--- src/rtl/rtcm_pkg.sv ---
package rtcm_pkg;
  // Address map on the five-bit parallel port
  localparam logic [4:0] ADDR_MAIN_STATUS   = 5'h00;
  localparam logic [4:0] ADDR_MODE_CTRL     = 5'h01;
  localparam logic [4:0] ADDR_OUT_SELECT    = 5'h02;
  localparam logic [4:0] ADDR_FLAG_OR_IEN   = 5'h03;
  localparam logic [4:0] ADDR_SAVE_OR_ICR1  = 5'h04;
  // Main status fields
  localparam int MS_PENDING   = 0;
  localparam int MS_POWER_LOSS_INPUT     = 1;
  localparam int MS_PERIODIC  = 2;
  localparam int MS_ALARM     = 3;
  localparam int MS_BLOCK_SEL = 6;
  localparam logic [7:0] MS_RAM_MASK = 8'hb0;
  // Rollover flag register fields
  localparam int FL_SUPPLY    = 6;
  localparam int FL_TEST      = 7;
  // Time snapshot control fields
  localparam int TS_UNUSED    = 6;
  localparam int TS_ENABLE    = 7;
  // Clock mode fields
  localparam int CM_LEAP_LO   = 0;
  localparam int CM_LEAP_HI   = 1;
  localparam int CM_HOUR12    = 2;
  localparam int CM_START     = 3;
  localparam int CM_STBY_INT  = 4;
  // Output select and interrupt control one fields
  localparam int OS_CRYSTAL   = 7;
  localparam int I1_ALARM_EN  = 6;
  localparam int I1_POWER_LOSS_INPUT_EN  = 7;
  localparam int NUM_ROLL     = 6;
  // Reset values
  localparam logic [7:0] RST_ZERO      = 8'h00;
  localparam logic       RST_OSC_FAIL  = 1'b1;
  localparam logic       RST_SUPPLY    = 1'b1;
endpackage : rtcm_pkg

--- src/rtl/rtcm_mode_flags.sv ---
module rtcm_mode_flags
  import rtcm_pkg::*;
(
  input  wire logic        clk,
  input  wire logic        reset,
  input  wire logic [4:0]  addr,
  input  wire logic [7:0]  wdata,
  input  wire logic        rd_en,
  input  wire logic        wr_en,
  input  wire logic [5:0]  rollover_tick,
  input  wire logic        year_end_tick,
  input  wire logic        alarm_match,
  input  wire logic        osc_running,
  input  wire logic        osc_fail_event,
  input  wire logic        on_battery,
  input  wire logic        power_loss_input_n,
  input  wire logic        crystal_input,
  output logic [7:0]       rdata_q,
  output logic             interrupt_pin_n_q,
  output logic             multi_function_output_q,
  output logic             multi_function_output_oe_q,
  output logic             counter_run_q,
  output logic             hour12_mode_q,
  output logic [1:0]       leap_count_q,
  output logic             feb29_allowed_q,
  output logic             time_save_follow_q,
  output logic             single_supply_q,
  output logic             test_reg_enable_q
);

  logic [7:0] main_ram_q;
  logic       block_sel_q;
  logic       st_power_loss_input_q;
  logic       st_periodic_q;
  logic       st_alarm_q;
  logic [5:0] roll_flag_q;
  logic       osc_fail_q;
  logic       supply_q;
  logic       test_q;
  logic [7:0] save_ctrl_q;
  logic [7:0] mode_q;
  logic [7:0] out_sel_q;
  logic [7:0] ien0_q;
  logic [7:0] ien1_q;
  logic       on_batt_q;
  logic       pend_pin;
  logic       pend_mfo;
  logic       stby_enter;

  function automatic logic hit(input logic [4:0] a, input logic blk, input logic [4:0] ra, input logic rb);
    hit = (a == ra) && (blk == rb);
  endfunction : hit

  wire wr_main  = wr_en && (addr == ADDR_MAIN_STATUS);
  wire wr_flag  = wr_en && hit(addr, block_sel_q, ADDR_FLAG_OR_IEN, 1'b0);
  wire wr_save  = wr_en && hit(addr, block_sel_q, ADDR_SAVE_OR_ICR1, 1'b0);
  wire wr_mode  = wr_en && hit(addr, block_sel_q, ADDR_MODE_CTRL, 1'b1);
  wire wr_osel  = wr_en && hit(addr, block_sel_q, ADDR_OUT_SELECT, 1'b1);
  wire wr_ien0  = wr_en && hit(addr, block_sel_q, ADDR_FLAG_OR_IEN, 1'b1);
  wire wr_ien1  = wr_en && hit(addr, block_sel_q, ADDR_SAVE_OR_ICR1, 1'b1);
  wire rd_flag  = rd_en && hit(addr, block_sel_q, ADDR_FLAG_OR_IEN, 1'b0);
  wire start_ok = wr_mode && wdata[CM_START] && osc_running && !osc_fail_event;

  assign stby_enter = on_battery && !on_batt_q;
  assign pend_pin   = st_periodic_q || (st_alarm_q && ien1_q[I1_ALARM_EN]);
  assign pend_mfo   = !out_sel_q[OS_CRYSTAL] && st_power_loss_input_q && ien1_q[I1_POWER_LOSS_INPUT_EN];

  always_ff @(posedge clk or posedge reset) begin
    if (reset) begin
      on_batt_q <= 1'b0;
    end else begin
      on_batt_q <= on_battery;
    end
  end

  // Main status: block select, write-one-clear periodic and alarm status, power loss status following the pin, spare storage
  always_ff @(posedge clk or posedge reset) begin
    if (reset) begin
      main_ram_q    <= RST_ZERO;
      block_sel_q   <= 1'b0;
      st_power_loss_input_q    <= 1'b0;
      st_periodic_q <= 1'b0;
      st_alarm_q    <= 1'b0;
    end else begin
      if (wr_main) begin
        main_ram_q  <= wdata & MS_RAM_MASK;
        block_sel_q <= wdata[MS_BLOCK_SEL];
      end
      if (!power_loss_input_n) begin
        st_power_loss_input_q <= 1'b1;
      end else begin
        st_power_loss_input_q <= 1'b0;
      end
      if (|(rollover_tick & ien0_q[5:0])) begin
        st_periodic_q <= 1'b1;
      end else if (wr_main && wdata[MS_PERIODIC]) begin
        st_periodic_q <= 1'b0;
      end
      if (alarm_match) begin
        st_alarm_q <= 1'b1;
      end else if (wr_main && wdata[MS_ALARM]) begin
        st_alarm_q <= 1'b0;
      end
    end
  end

  // Rollover change flags, set wins over read clear
  generate
    for (genvar i = 0; i < NUM_ROLL; i++) begin : g_flag
      always_ff @(posedge clk or posedge reset) begin
        if (reset) begin
          roll_flag_q[i] <= 1'b0;
        end else if (rollover_tick[i]) begin
          roll_flag_q[i] <= 1'b1;
        end else if (rd_flag) begin
          roll_flag_q[i] <= 1'b0;
        end
      end
    end
  endgenerate

  // Oscillator fail flag and supply mode share bit 6
  always_ff @(posedge clk or posedge reset) begin
    if (reset) begin
      osc_fail_q <= RST_OSC_FAIL;
      supply_q   <= RST_SUPPLY;
      test_q     <= 1'b0;
    end else begin
      if (osc_fail_event) begin
        osc_fail_q <= 1'b1;
      end else if (start_ok) begin
        osc_fail_q <= 1'b0;
      end
      if (osc_fail_event) begin
        supply_q <= 1'b1;
      end else if (wr_flag) begin
        supply_q <= wdata[FL_SUPPLY];
      end
      if (wr_flag) begin
        test_q <= wdata[FL_TEST];
      end
    end
  end

  // Snapshot control and clock mode
  always_ff @(posedge clk or posedge reset) begin
    if (reset) begin
      save_ctrl_q <= RST_ZERO;
      mode_q      <= RST_ZERO;
    end else begin
      if (stby_enter) begin
        save_ctrl_q[TS_ENABLE] <= 1'b0;
      end else if (wr_save) begin
        save_ctrl_q[TS_ENABLE] <= wdata[TS_ENABLE];
      end
      if (wr_save) begin
        save_ctrl_q[5:0] <= wdata[5:0];
      end
      save_ctrl_q[TS_UNUSED] <= 1'b0;
      if (wr_mode) begin
        mode_q[7:5]           <= wdata[7:5];
        mode_q[CM_STBY_INT]   <= wdata[CM_STBY_INT];
        mode_q[CM_HOUR12]     <= wdata[CM_HOUR12];
      end
      if (wr_mode) begin
        mode_q[CM_LEAP_HI:CM_LEAP_LO] <= wdata[CM_LEAP_HI:CM_LEAP_LO];
      end else if (year_end_tick) begin
        mode_q[CM_LEAP_HI:CM_LEAP_LO] <= mode_q[CM_LEAP_HI:CM_LEAP_LO] + 2'b01;
      end
      if (osc_fail_event) begin
        mode_q[CM_START] <= 1'b0;
      end else if (wr_mode) begin
        mode_q[CM_START] <= start_ok;
      end
    end
  end

  // Output select and interrupt enables; ien0_q[5:0] and ien1_q[7:6] dropped on standby entry unless CM_STBY_INT is set
  always_ff @(posedge clk or posedge reset) begin
    if (reset) begin
      out_sel_q <= RST_ZERO;
      ien0_q    <= RST_ZERO;
      ien1_q    <= RST_ZERO;
    end else begin
      if (wr_osel) begin
        out_sel_q <= wdata;
      end
      if (stby_enter && !mode_q[CM_STBY_INT]) begin
        ien0_q[5:0] <= 6'h00;
      end else if (wr_ien0) begin
        ien0_q[5:0] <= wdata[5:0];
      end
      if (wr_ien0) begin
        ien0_q[7:6] <= wdata[7:6];
      end
      if (stby_enter && !mode_q[CM_STBY_INT]) begin
        ien1_q[7:6] <= 2'b00;
      end else if (wr_ien1) begin
        ien1_q[7:6] <= wdata[7:6];
      end
      if (wr_ien1) begin
        ien1_q[5:0] <= wdata[5:0];
      end
    end
  end

  // Read data, registered one cycle after the strobe
  always_ff @(posedge clk or posedge reset) begin
    if (reset) begin
      rdata_q <= RST_ZERO;
    end else if (rd_en) begin
      if (addr == ADDR_MAIN_STATUS) begin
        rdata_q <= main_ram_q | {1'b0, block_sel_q, 2'b00, st_alarm_q, st_periodic_q, st_power_loss_input_q,
                                 pend_pin || pend_mfo};
      end else if (hit(addr, block_sel_q, ADDR_FLAG_OR_IEN, 1'b0)) begin
        rdata_q <= {test_q, osc_fail_q, roll_flag_q};
      end else if (hit(addr, block_sel_q, ADDR_SAVE_OR_ICR1, 1'b0)) begin
        rdata_q <= save_ctrl_q;
      end else if (hit(addr, block_sel_q, ADDR_MODE_CTRL, 1'b1)) begin
        rdata_q <= mode_q;
      end else if (hit(addr, block_sel_q, ADDR_OUT_SELECT, 1'b1)) begin
        rdata_q <= out_sel_q;
      end else if (hit(addr, block_sel_q, ADDR_FLAG_OR_IEN, 1'b1)) begin
        rdata_q <= ien0_q;
      end else if (hit(addr, block_sel_q, ADDR_SAVE_OR_ICR1, 1'b1)) begin
        rdata_q <= ien1_q;
      end else begin
        rdata_q <= RST_ZERO;
      end
    end
  end

  // Pins and control levels
  always_ff @(posedge clk or posedge reset) begin
    if (reset) begin
      interrupt_pin_n_q          <= 1'b1;
      multi_function_output_q    <= 1'b0;
      multi_function_output_oe_q <= 1'b0;
      counter_run_q              <= 1'b0;
      hour12_mode_q              <= 1'b0;
      leap_count_q               <= 2'b00;
      feb29_allowed_q            <= 1'b0;
      time_save_follow_q         <= 1'b0;
      single_supply_q            <= RST_SUPPLY;
      test_reg_enable_q          <= 1'b0;
    end else begin
      interrupt_pin_n_q <= !pend_pin;
      if (out_sel_q[OS_CRYSTAL]) begin
        multi_function_output_q    <= crystal_input;
        multi_function_output_oe_q <= !on_battery || !crystal_input;
      end else begin
        multi_function_output_q    <= 1'b0;
        multi_function_output_oe_q <= pend_mfo;
      end
      counter_run_q      <= mode_q[CM_START];
      hour12_mode_q      <= mode_q[CM_HOUR12];
      leap_count_q       <= mode_q[CM_LEAP_HI:CM_LEAP_LO];
      feb29_allowed_q    <= (mode_q[CM_LEAP_HI:CM_LEAP_LO] == 2'b00);
      time_save_follow_q <= save_ctrl_q[TS_ENABLE];
      single_supply_q    <= supply_q;
      test_reg_enable_q  <= test_q;
    end
  end
endmodule : rtcm_mode_flags

--- config.mk ---
export PLATFORM = sky130hd
export DESIGN_NAME = rtcm_mode_flags
export DESIGN_NICKNAME = d
export VERILOG_FILES = /design/src/rtl/rtcm_pkg.sv /design/src/rtl/rtcm_mode_flags.sv
export SDC_FILE = /design/constraint.sdc
export NUM_CORES = 1
export LEC_CHECK = 0
export BUFFER_PORTS_ARGS = -buffer_cell sky130_fd_sc_hd__buf_2
export CAP_MARGIN = 25
export CORE_MARGIN = 3
export CORE_UTILIZATION = 40
export DETAILED_ROUTE_END_ITERATION = 8
export PLACE_DENSITY = 0.7
export SYNTH_ARGS = -nofsm -noshare
export SYNTH_HDL_FRONTEND = slang
export SYNTH_SLANG_ARGS = --single-unit
--- constraint.sdc ---
create_clock -name clk -period 3 [get_ports clk]
set_input_delay 0.45 -clock clk [delete_from_list [all_inputs] [get_ports clk]]
set_output_delay 0.45 -clock clk [all_outputs]
set_load 0.02 [all_outputs]
==> results of run 1 <==
## area by class of cell
class / count / area (um2)
Clock buffer: 12 / 145
Clock inverter: 4 / 97.6
Fill cell: 699 / 3940
Inverter: 10 / 37.5
Multi-Input combinational cell: 171 / 1270
Sequential cell: 75 / 1880
Tap cell: 102 / 128
Timing Repair Buffer: 57 / 308
## stage by stage
stage               hold WS (ns)  instances   util  instance area (um2)
floorplan                  0.354        266      -                 3240
global route               0.224        431  0.495                 3860
CTS                        0.193        431  0.495                 3860
finish                     0.188        431  0.495                 3860
global placement           0.359        415  0.464                 3620
detailed placement         0.360        415  0.464                 3620
## state kept, by name, indices dropped and copies added, names as in the netlist, 2 cells and up
name	flops
ien0_q	8
ien1_q	8
mode_q	8
out_sel_q	8
rdata_q	8
save_ctrl_q	7
roll_flag_q	6
main_ram_q	3
leap_count_q	2
## worst max-delay path, stage by stage (launching register included)
cell and delay [ns]:
sky130_fd_sc_hd__dfrtp_1 0.44, sky130_fd_sc_hd__nand2_1 0.11, sky130_fd_sc_hd__nor4_2 0.70, sky130_fd_sc_hd__nand3_2 0.40
sky130_fd_sc_hd__mux2_2 0.38
## cell families (layout without fill, tap and decap cells)
family | Yosys count | in the layout | synth area share
compound gates | 61 | 61 | 0.133
xor+xnor | 1 | 1 | 0.00271
fa+ha+maj | 1 | 1 | 0.00387
buf+inv | 20 | 83 | 0.0290
flops | 75 | 75 | 0.582
mux | 41 | 41 | 0.140
simple gates | 67 | 67 | 0.110
## per-layer routing
| layer | GRT usage | share of wire |
|---|---|---|
| met5 | 0 | 0 |
| met4 | 0.0782 | 0.016 |
| met3 | 0.0571 | 0.077 |
| met2 | 0.282 | 0.46 |
| met1 | 0.259 | 0.45 |
## power breakdown
| part | switching [mW] | total, mW | leakage, nW | internal (mW) |
|---|---|---|---|---|
| combinational | 0.183 | 0.319 | 0.809 | 0.136 |
| clock | 0.359 | 0.935 | 0.117 | 0.576 |
| sequential | 0.0709 | 1.20 | 0.949 | 1.13 |
| total | 0.613 | 2.46 | 1.87 | 1.84 |
## how the worst max path moves through the flow
stage	startpoint	end	slack, ns	depth (start not counted)
3_5_place_dp	addr[2]	ien0_q[7]$_DFFE_PP0P_	0.66	4
2_1_floorplan	reset	block_sel_q$_DFFE_PP0P_	0.65	1
6_report	block_sel_q$_DFFE_PP0P_	ien0_q[7]$_DFFE_PP0P_	0.87	4
5_1_grt	block_sel_q$_DFFE_PP0P_	ien0_q[6]$_DFFE_PP0P_	0.65	4
3_3_place_gp	addr[2]	ien0_q[7]$_DFFE_PP0P_	0.71	4
4_1_cts	block_sel_q$_DFFE_PP0P_	ien0_q[7]$_DFFE_PP0P_	0.84	4
## synth_stat cells (2+ instances only)
cell	instances	area [um2]
sky130_fd_sc_hd__buf_4	2	15.0
sky130_fd_sc_hd__a22o_1	8	70.1
sky130_fd_sc_hd__nand2_1	17	63.8
sky130_fd_sc_hd__a22oi_1	10	75.1
sky130_fd_sc_hd__a21o_1	8	60.1
sky130_fd_sc_hd__a41oi_1	2	17.5
sky130_fd_sc_hd__o21ai_0	8	40.0
sky130_fd_sc_hd__a221oi_1	3	26.3
sky130_fd_sc_hd__clkbuf_1	4	15.0
sky130_fd_sc_hd__inv_1	9	33.8
sky130_fd_sc_hd__nor3_1	2	10.0
sky130_fd_sc_hd__buf_2	3	15.0
sky130_fd_sc_hd__mux2i_1	8	80.1
sky130_fd_sc_hd__a211oi_1	2	15.0
sky130_fd_sc_hd__a31oi_1	3	18.8
sky130_fd_sc_hd__nor4_1	3	18.8
sky130_fd_sc_hd__mux2_2	33	372
sky130_fd_sc_hd__dfstp_2	4	105
sky130_fd_sc_hd__nand4_1	2	12.5
sky130_fd_sc_hd__dfrtp_1	71	1780
sky130_fd_sc_hd__nand2b_1	6	37.5
sky130_fd_sc_hd__and2_1	2	12.5
sky130_fd_sc_hd__a21oi_1	12	60.1
sky130_fd_sc_hd__nor2_1	17	63.8
sky130_fd_sc_hd__nand3_1	6	30.0
sky130_fd_sc_hd__nand2_4	2	22.5
==> impl_summary.md, run 1 <==
Outcome
The flow ran to the end, and the final reports show no timing, DRC or antenna violations.

STA
At the pin with the least slew margin, the transition time is 0.919 ns. Between clock sinks in the finished design, the worst skew comes to 0.00603 ns. Setup repair after global routing left no endpoint under its margin. The period utilization is 0.710. Derived from the worst setup path, the maximum achievable clock frequency is between 400 and 500 MHz.

Across all setup checks in the final design, the least slack found is between 0.8 and 0.9 ns. The setup TNS is 0 ns. The time the final worst path needs with I/O delays and setup is 2.13 ns. The count of final hold-check violations is 0.

The worst-case headroom to the max-slew limit is 0.382. The number of pins with negative max-slew slack in the final report came to 0. The number of endpoints failing setup at the final stage is 0.

Setup path
The setup check on the worst reg-to-reg path leaves a slack of about 0.87 ns. The type of element launching the critical path is a flop. The worst setup path is of the flop to flop kind.

The maximum fanout encountered on the critical timing path is 9. The startpoint of the most critical register-to-register path is block_sel_q$_DFFE_PP0P_. In this run the critical register-to-register path is captured at ien0_q[7]$_DFFE_PP0P_. STA classifies the critical path endpoint as a flop.

Data on the critical path arrives at its endpoint at between 2 and 2.5 ns. The number of cell instances on the worst register-to-register path is 4. At the worst endpoint, the required time is 3.24 ns.

Route
Once detail routing completed, the nets flagged for antenna violations numbered 0. After detailed routing, the number of remaining DRC violations is 0. Before antenna repair, the detailed router went through 4 iterations. Wires add up to 7.82 mm. The detailed router finished its first iteration with 123 violations. Dividing the detail-routed via count by the number of cells gives 5.34. The mean routed wirelength per cell is 18.1 um. The vias after detailed routing is 2,301.

Worst hold path
The type of the tightest min-delay check is input port to async pin.

Synthesis
The total nets after synthesis is 297. The synthesized area per cell is roughly 12 um2. The synthesized design contains 75 register bits. The sequential fraction of the synthesis area is 0.582.

The most instantiated flip-flop cell in the synthesis netlist is sky130_fd_sc_hd__dfrtp_1. The number of warnings printed during yosys synthesis is 0. The number of enable flip-flop cells after synthesis is 0.

The cell area after technology mapping is approximately 3200 um2. Synthesis produced 266 cells. Counting distinct cell types in the post-synthesis netlist gives 45. The async set-or-reset flop fraction in the synthesized netlist is 1.00.

Global routing
Global routing finished with a remaining overflow of 0. The via count of the first global-routing pass is about 2,300. Entering global routing, the biggest net connects 32 pins.

For this run, the total global-route usage over all layers was measured as 0.190. The initial antenna violation count is 0. The first global-routing pass estimated 12.7 mm of wire.

Placement
The wire-length estimate of the detail-placed layout is 5.59 mm. In this run the tool buffered the top-level ports with between 40 and 50 buffer cells. The congestion estimate from routability-driven global placement came to around 0.79. The worst setup timing slack at the placement stage is ~0.66 ns.

Finish
The top cell types in the final layout, fill and taps aside, are 71 x sky130_fd_sc_hd__dfrtp_1, 48 x sky130_fd_sc_hd__buf_2, 33 x sky130_fd_sc_hd__mux2_2. The synthesis-to-layout area growth is 19.4%. Leaving out fill and tap cells, the most frequent cell in the layout is sky130_fd_sc_hd__dfrtp_1. In the final design database the tool counted 355 nets.

The fraction of layout cells with a size suffix above 1 is 0.365. 0 antenna diodes ended up in the layout.

Floorplan
The die is ~96 um wide. The number of placement rows is 32. Pin placement for this block handled 49 I/O pins. For this configuration, the core starts out at a cell density of 0.414. From bottom edge to top edge, the die measures roughly 96 um. The floorplan die area is approximately 9200 um2. The area of the core is 7810 um2.

CTS
TritonCTS built the clock tree. The maximum clock path buffer count is 2. The CTS buffer count is 9. The number of buffers added for setup after CTS is 0. The number of clock sinks is 75. The post-cts hold buffer count is 0.

The H-tree was split into 3 levels. The clock insertion delay at the later pin of the skew report is 0.35 ns. Post-CTS repair changed the size of 0 cells. The clock-pin slew on the worst setup and hold paths is approximately 0.08 ns. The clock root buffer master is sky130_fd_sc_hd__clkbuf_8.

Power and ir drop
The completed layout was analyzed and its total power is approximately 2.5 mW. Summed over all cells, the static leakage comes to around 1.9 nW. The maximum VDD drop is roughly 0.27 mV. In this run the power density over the cells is approximately 640 nW/um2.

Run
The number of maximum-capacitance violations is 0.
Power figures use the tool's default switching activity.
==> run 2, diff against run 1 <==
--- a/config.mk
+++ b/config.mk
@@ -5,6 +5,7 @@
 export SDC_FILE = /design/constraint.sdc
 export NUM_CORES = 1
 export LEC_CHECK = 0
+export ABC_AREA = 1
 export BUFFER_PORTS_ARGS = -buffer_cell sky130_fd_sc_hd__buf_2
 export CAP_MARGIN = 25
 export CORE_MARGIN = 3
==> constraint.sdc (replaced) <==
create_clock -name clk -period 2.2 [get_ports clk]
set_input_delay 0.33 -clock clk [delete_from_list [all_inputs] [get_ports clk]]
set_output_delay 0.33 -clock clk [all_outputs]
set_load 0.02 [all_outputs]
==> run 2 against run 1 <==
  * Sequential power grew 37%
  * Sequential cell count is the same
  * First-iteration DRC count grew 100%
  * Largest cell class unchanged
==> impl_summary.md, run 2 <==
STA
The number of pins with negative max-slew slack in the final report was 0. The time the final worst path needs with I/O delays and setup is 1.59 ns. The final clock skew is 0.00405 ns. At the pin with the least slew margin, the transition time is about 0.62 ns. The setup TNS is 0 ns. The period utilization is 0.722. Timing would allow up to 630 MHz. Setup repair after global routing left no endpoint under its margin. The number of endpoints failing setup at the final stage is 0.

The worst-case headroom to the max-slew limit is 0.582. The count of final hold-check violations was 0.

Route
Across all layers, the routed design uses 2,803 vias. After detailed routing, the number of vias per cell comes to 5.20. The first-pass iteration count of the detailed router is 4. The number of nets with antenna violations after routing is 0.

The routed wire length is 8.32 mm. Dividing the detail-routed wire length by the instance count gives 15.4 um. The residual DRC count is 0. The number of design-rule violations left by the first detailed-router iteration is ~250.

Synthesis
The synthesized netlist occupies a cell area of 3350 um2. sky130_fd_sc_hd__nand2_1 is the most common cell in the netlist. The largest total area in the synthesized netlist belongs to sky130_fd_sc_hd__dfrtp_1. The synthesized area per cell is ~8.9 um2. Of the synthesized area, sequential elements account for 0.562.

Counting every instance in the synthesized netlist gives 376. The async set-or-reset flop fraction in the synthesized netlist is 1.00. By count the netlist is led by 99 x sky130_fd_sc_hd__nand2_1, 71 x sky130_fd_sc_hd__dfrtp_1, 45 x sky130_fd_sc_hd__inv_1, 36 x sky130_fd_sc_hd__o21ai_0, 22 x sky130_fd_sc_hd__nor2_1. Counting flops with a built-in enable in the synthesized netlist gives 0. By area the synthesized netlist is led by sky130_fd_sc_hd__dfrtp_1 53%, sky130_fd_sc_hd__nand2_1 11%, sky130_fd_sc_hd__o21ai_0 5.4%.

Synthesis produced a netlist with a net count of 407. The number of flip-flops and latches in the synthesized netlist is 75. The number of distinct library cells after synthesis is 33. The number of warnings printed during yosys synthesis is 0. The area share of the largest cell type after synthesis is 0.531. The most instantiated flip-flop cell in the synthesis netlist is sky130_fd_sc_hd__dfrtp_1.

CTS
After clock tree synthesis, the clock-pin slew on the worst setup and hold paths is 0.08 ns. The later pin in the worst-skew pair is clocked with a latency of 0.35 ns. In this run, post-CTS hold repair placed 0 buffers. The count of instances resized after the clock tree is built is 0.

The CTS buffer count is 9. The number of buffers added for setup after CTS is 0. The number of levels the H-tree was split into is 3. The tree built by TritonCTS fans out to 75 sinks. Clock tree synthesis selected as its root buffer the cell sky130_fd_sc_hd__clkbuf_8.

The CTS tree is yes. In this run the deepest clock path goes through 2 buffers.

Power and ir drop
Summed over all cells, the static leakage comes to 1.96 nW. The power density over the cells is 863 nW/um2. VDD sags by at most 0.282 mV.

Global routing
The aggregate global routing overflow is 0. The via count of the first global-routing pass was 2,699. The aggregate global-route resource usage is 0.180.

Entering global routing, the biggest net connects between 70 and 80 pins. The first global-routing pass estimated 13.5 mm of wire. The initial antenna violation count is 0.

Run
The number of maximum-capacitance violations is 0.

Setup path
The class of the most critical setup path is flop to flop. For flop-to-flop paths, the worst setup slack is 0.61 ns. At the worst endpoint, the arrival time is 1.81 ns. The worst setup path is launched from a flop. Along the worst path, the maximum fanout reaches 10. The signal on the critical path passes through nand3_1 -> nor2_4 -> nand2_1 -> nand2_1 -> inv_1 -> nand2_1 -> o21ai_0.

The required arrival time at the worst endpoint is 2.42 ns. The largest individual stage delay along the critical path comes from the cell sky130_fd_sc_hd__dfrtp_1. The cell that appears most often on the critical path is sky130_fd_sc_hd__nand2_1.

The delay of the slowest cell on the worst path is 0.45 ns. The type of element capturing the critical path is a flop.

Floorplan
49 I/O pins were placed. The floorplan step set the die width to 97.5 um. In this run the vertical extent of the chip is 97.5 um. The initial cell density of the core is 0.422. The floorplan die area is roughly 9500 um2.

The number of placement rows is 32. The area of the core is 7930 um2.

Finish
Relative to the synthesized area, the layout overhead comes to 18.8%. The library cell used most frequently in the layout, excluding fill and tap cells, is sky130_fd_sc_hd__nand2_1. The number of antenna cells inserted is 0. In the layout the commonest cells are 99 x sky130_fd_sc_hd__nand2_1, 71 x sky130_fd_sc_hd__dfrtp_1, 48 x sky130_fd_sc_hd__buf_2.

In the final layout, the share of cells above drive strength 1 is 0.231. After the last flow step, the layout net total stands at 463. Summing all non-filler instances in the final layout gives an area of 3980 um2.

Outcome
The flow ran to the end, and the final reports show no timing, DRC or antenna violations.

Placement
The global placement routability congestion is 0.861. Once placement finished, the instance area stood at 3730 um2. The port buffer count is 48. Detailed placement ended at an HPWL of 6.08 mm.

Worst hold path
The type of the tightest min-delay check is input port to async pin.
==> run 2: cell count changes after synthesis, moves of 10 or more <==
cell,delta
sky130_fd_sc_hd__o21ai_0,+28
sky130_fd_sc_hd__o21ai_1,+11
sky130_fd_sc_hd__nand4_1,+13
sky130_fd_sc_hd__mux2_2,-33
sky130_fd_sc_hd__nand2_1,+82
sky130_fd_sc_hd__inv_1,+36
sky130_fd_sc_hd__a22oi_1,-10
==> run 2: worst max-delay path, delay by kind of cell, from the launching register on <==
kind / cells / cell delay (ns)
AND/OR/NAND/NOR: 5 / 0.85
flip-flops: 1 / 0.45
buffers and inverters: 1 / 0.10
AO/OA/AOI/OAI: 1 / 0.08
==> run 2: logic make-up after synthesis <==
kind of cell,share of synthesized area
compound gates,0.119
simple gates,0.246
fa+ha+maj,0.00374
flops,0.562
xor+xnor,0.00262
buf+inv,0.0673
==> run 2: per-layer routing <==
metal | track usage | up-vias | share of wire
met3 | 0.0309 | 11 | 0.044
met2 | 0.304 | 85 | 0.50
li1 | - | 1332 | -
met5 | 0 | - | 0
met1 | 0.234 | 1375 | 0.44
met4 | 0.0639 | 0 | 0.015
==> run 2: layout make-up <==
class | instances | area (um2)
timing repair buffer | 53 | 290
multi-input combinational | 245 | 1240
tap | 102 | 128
sequential | 75 | 1880
inverter | 48 | 186
clock buffer | 10 | 138
fill | 754 | 3950
clock inverter | 6 | 111
==> run 2: report_power, final <==
group          switching (mW)  internal [mW]  total [mW]  leakage (nW)
logic                   0.312          0.170       0.482         0.919
registers              0.0926           1.55        1.64         0.921
clock network           0.521          0.786        1.31         0.123
==> run 2: metrics by stage <==
stage / power (mW) / hold WS [ns] / utilization / worst slack, ns / std cells
after floorplan: 1.97 / 0.352 / - / 0.789 / 376
after global placement: 2.13 / 0.363 / 0.470 / 0.454 / 523
after detailed placement: 2.15 / 0.367 / 0.470 / 0.406 / 523
after CTS: 3.45 / 0.0946 / 0.501 / 0.590 / 539
after global routing: 3.59 / 0.105 / 0.501 / 0.442 / 539
final: 3.43 / 0.0674 / 0.501 / 0.612 / 539
==> run 2: final timing paths <==
path	start	end	cells past startpoint
max	block_sel_q$_DFFE_PP0P_	ien0_q[5]$_DFFE_PP0P_	7
min	reset	hour12_mode_q$_DFF_PP0_	3
max reg2reg	block_sel_q$_DFFE_PP0P_	ien0_q[5]$_DFFE_PP0P_	7
min reg2reg	mode_q[1]$_DFFE_PP0P_	leap_count_q[1]$_DFF_PP0_	0
max in group asynchronous	reset	supply_q$_DFFE_PP1P_	3
min in group clk	power_loss_input_n	st_power_loss_input_q$_DFF_PP0_	2
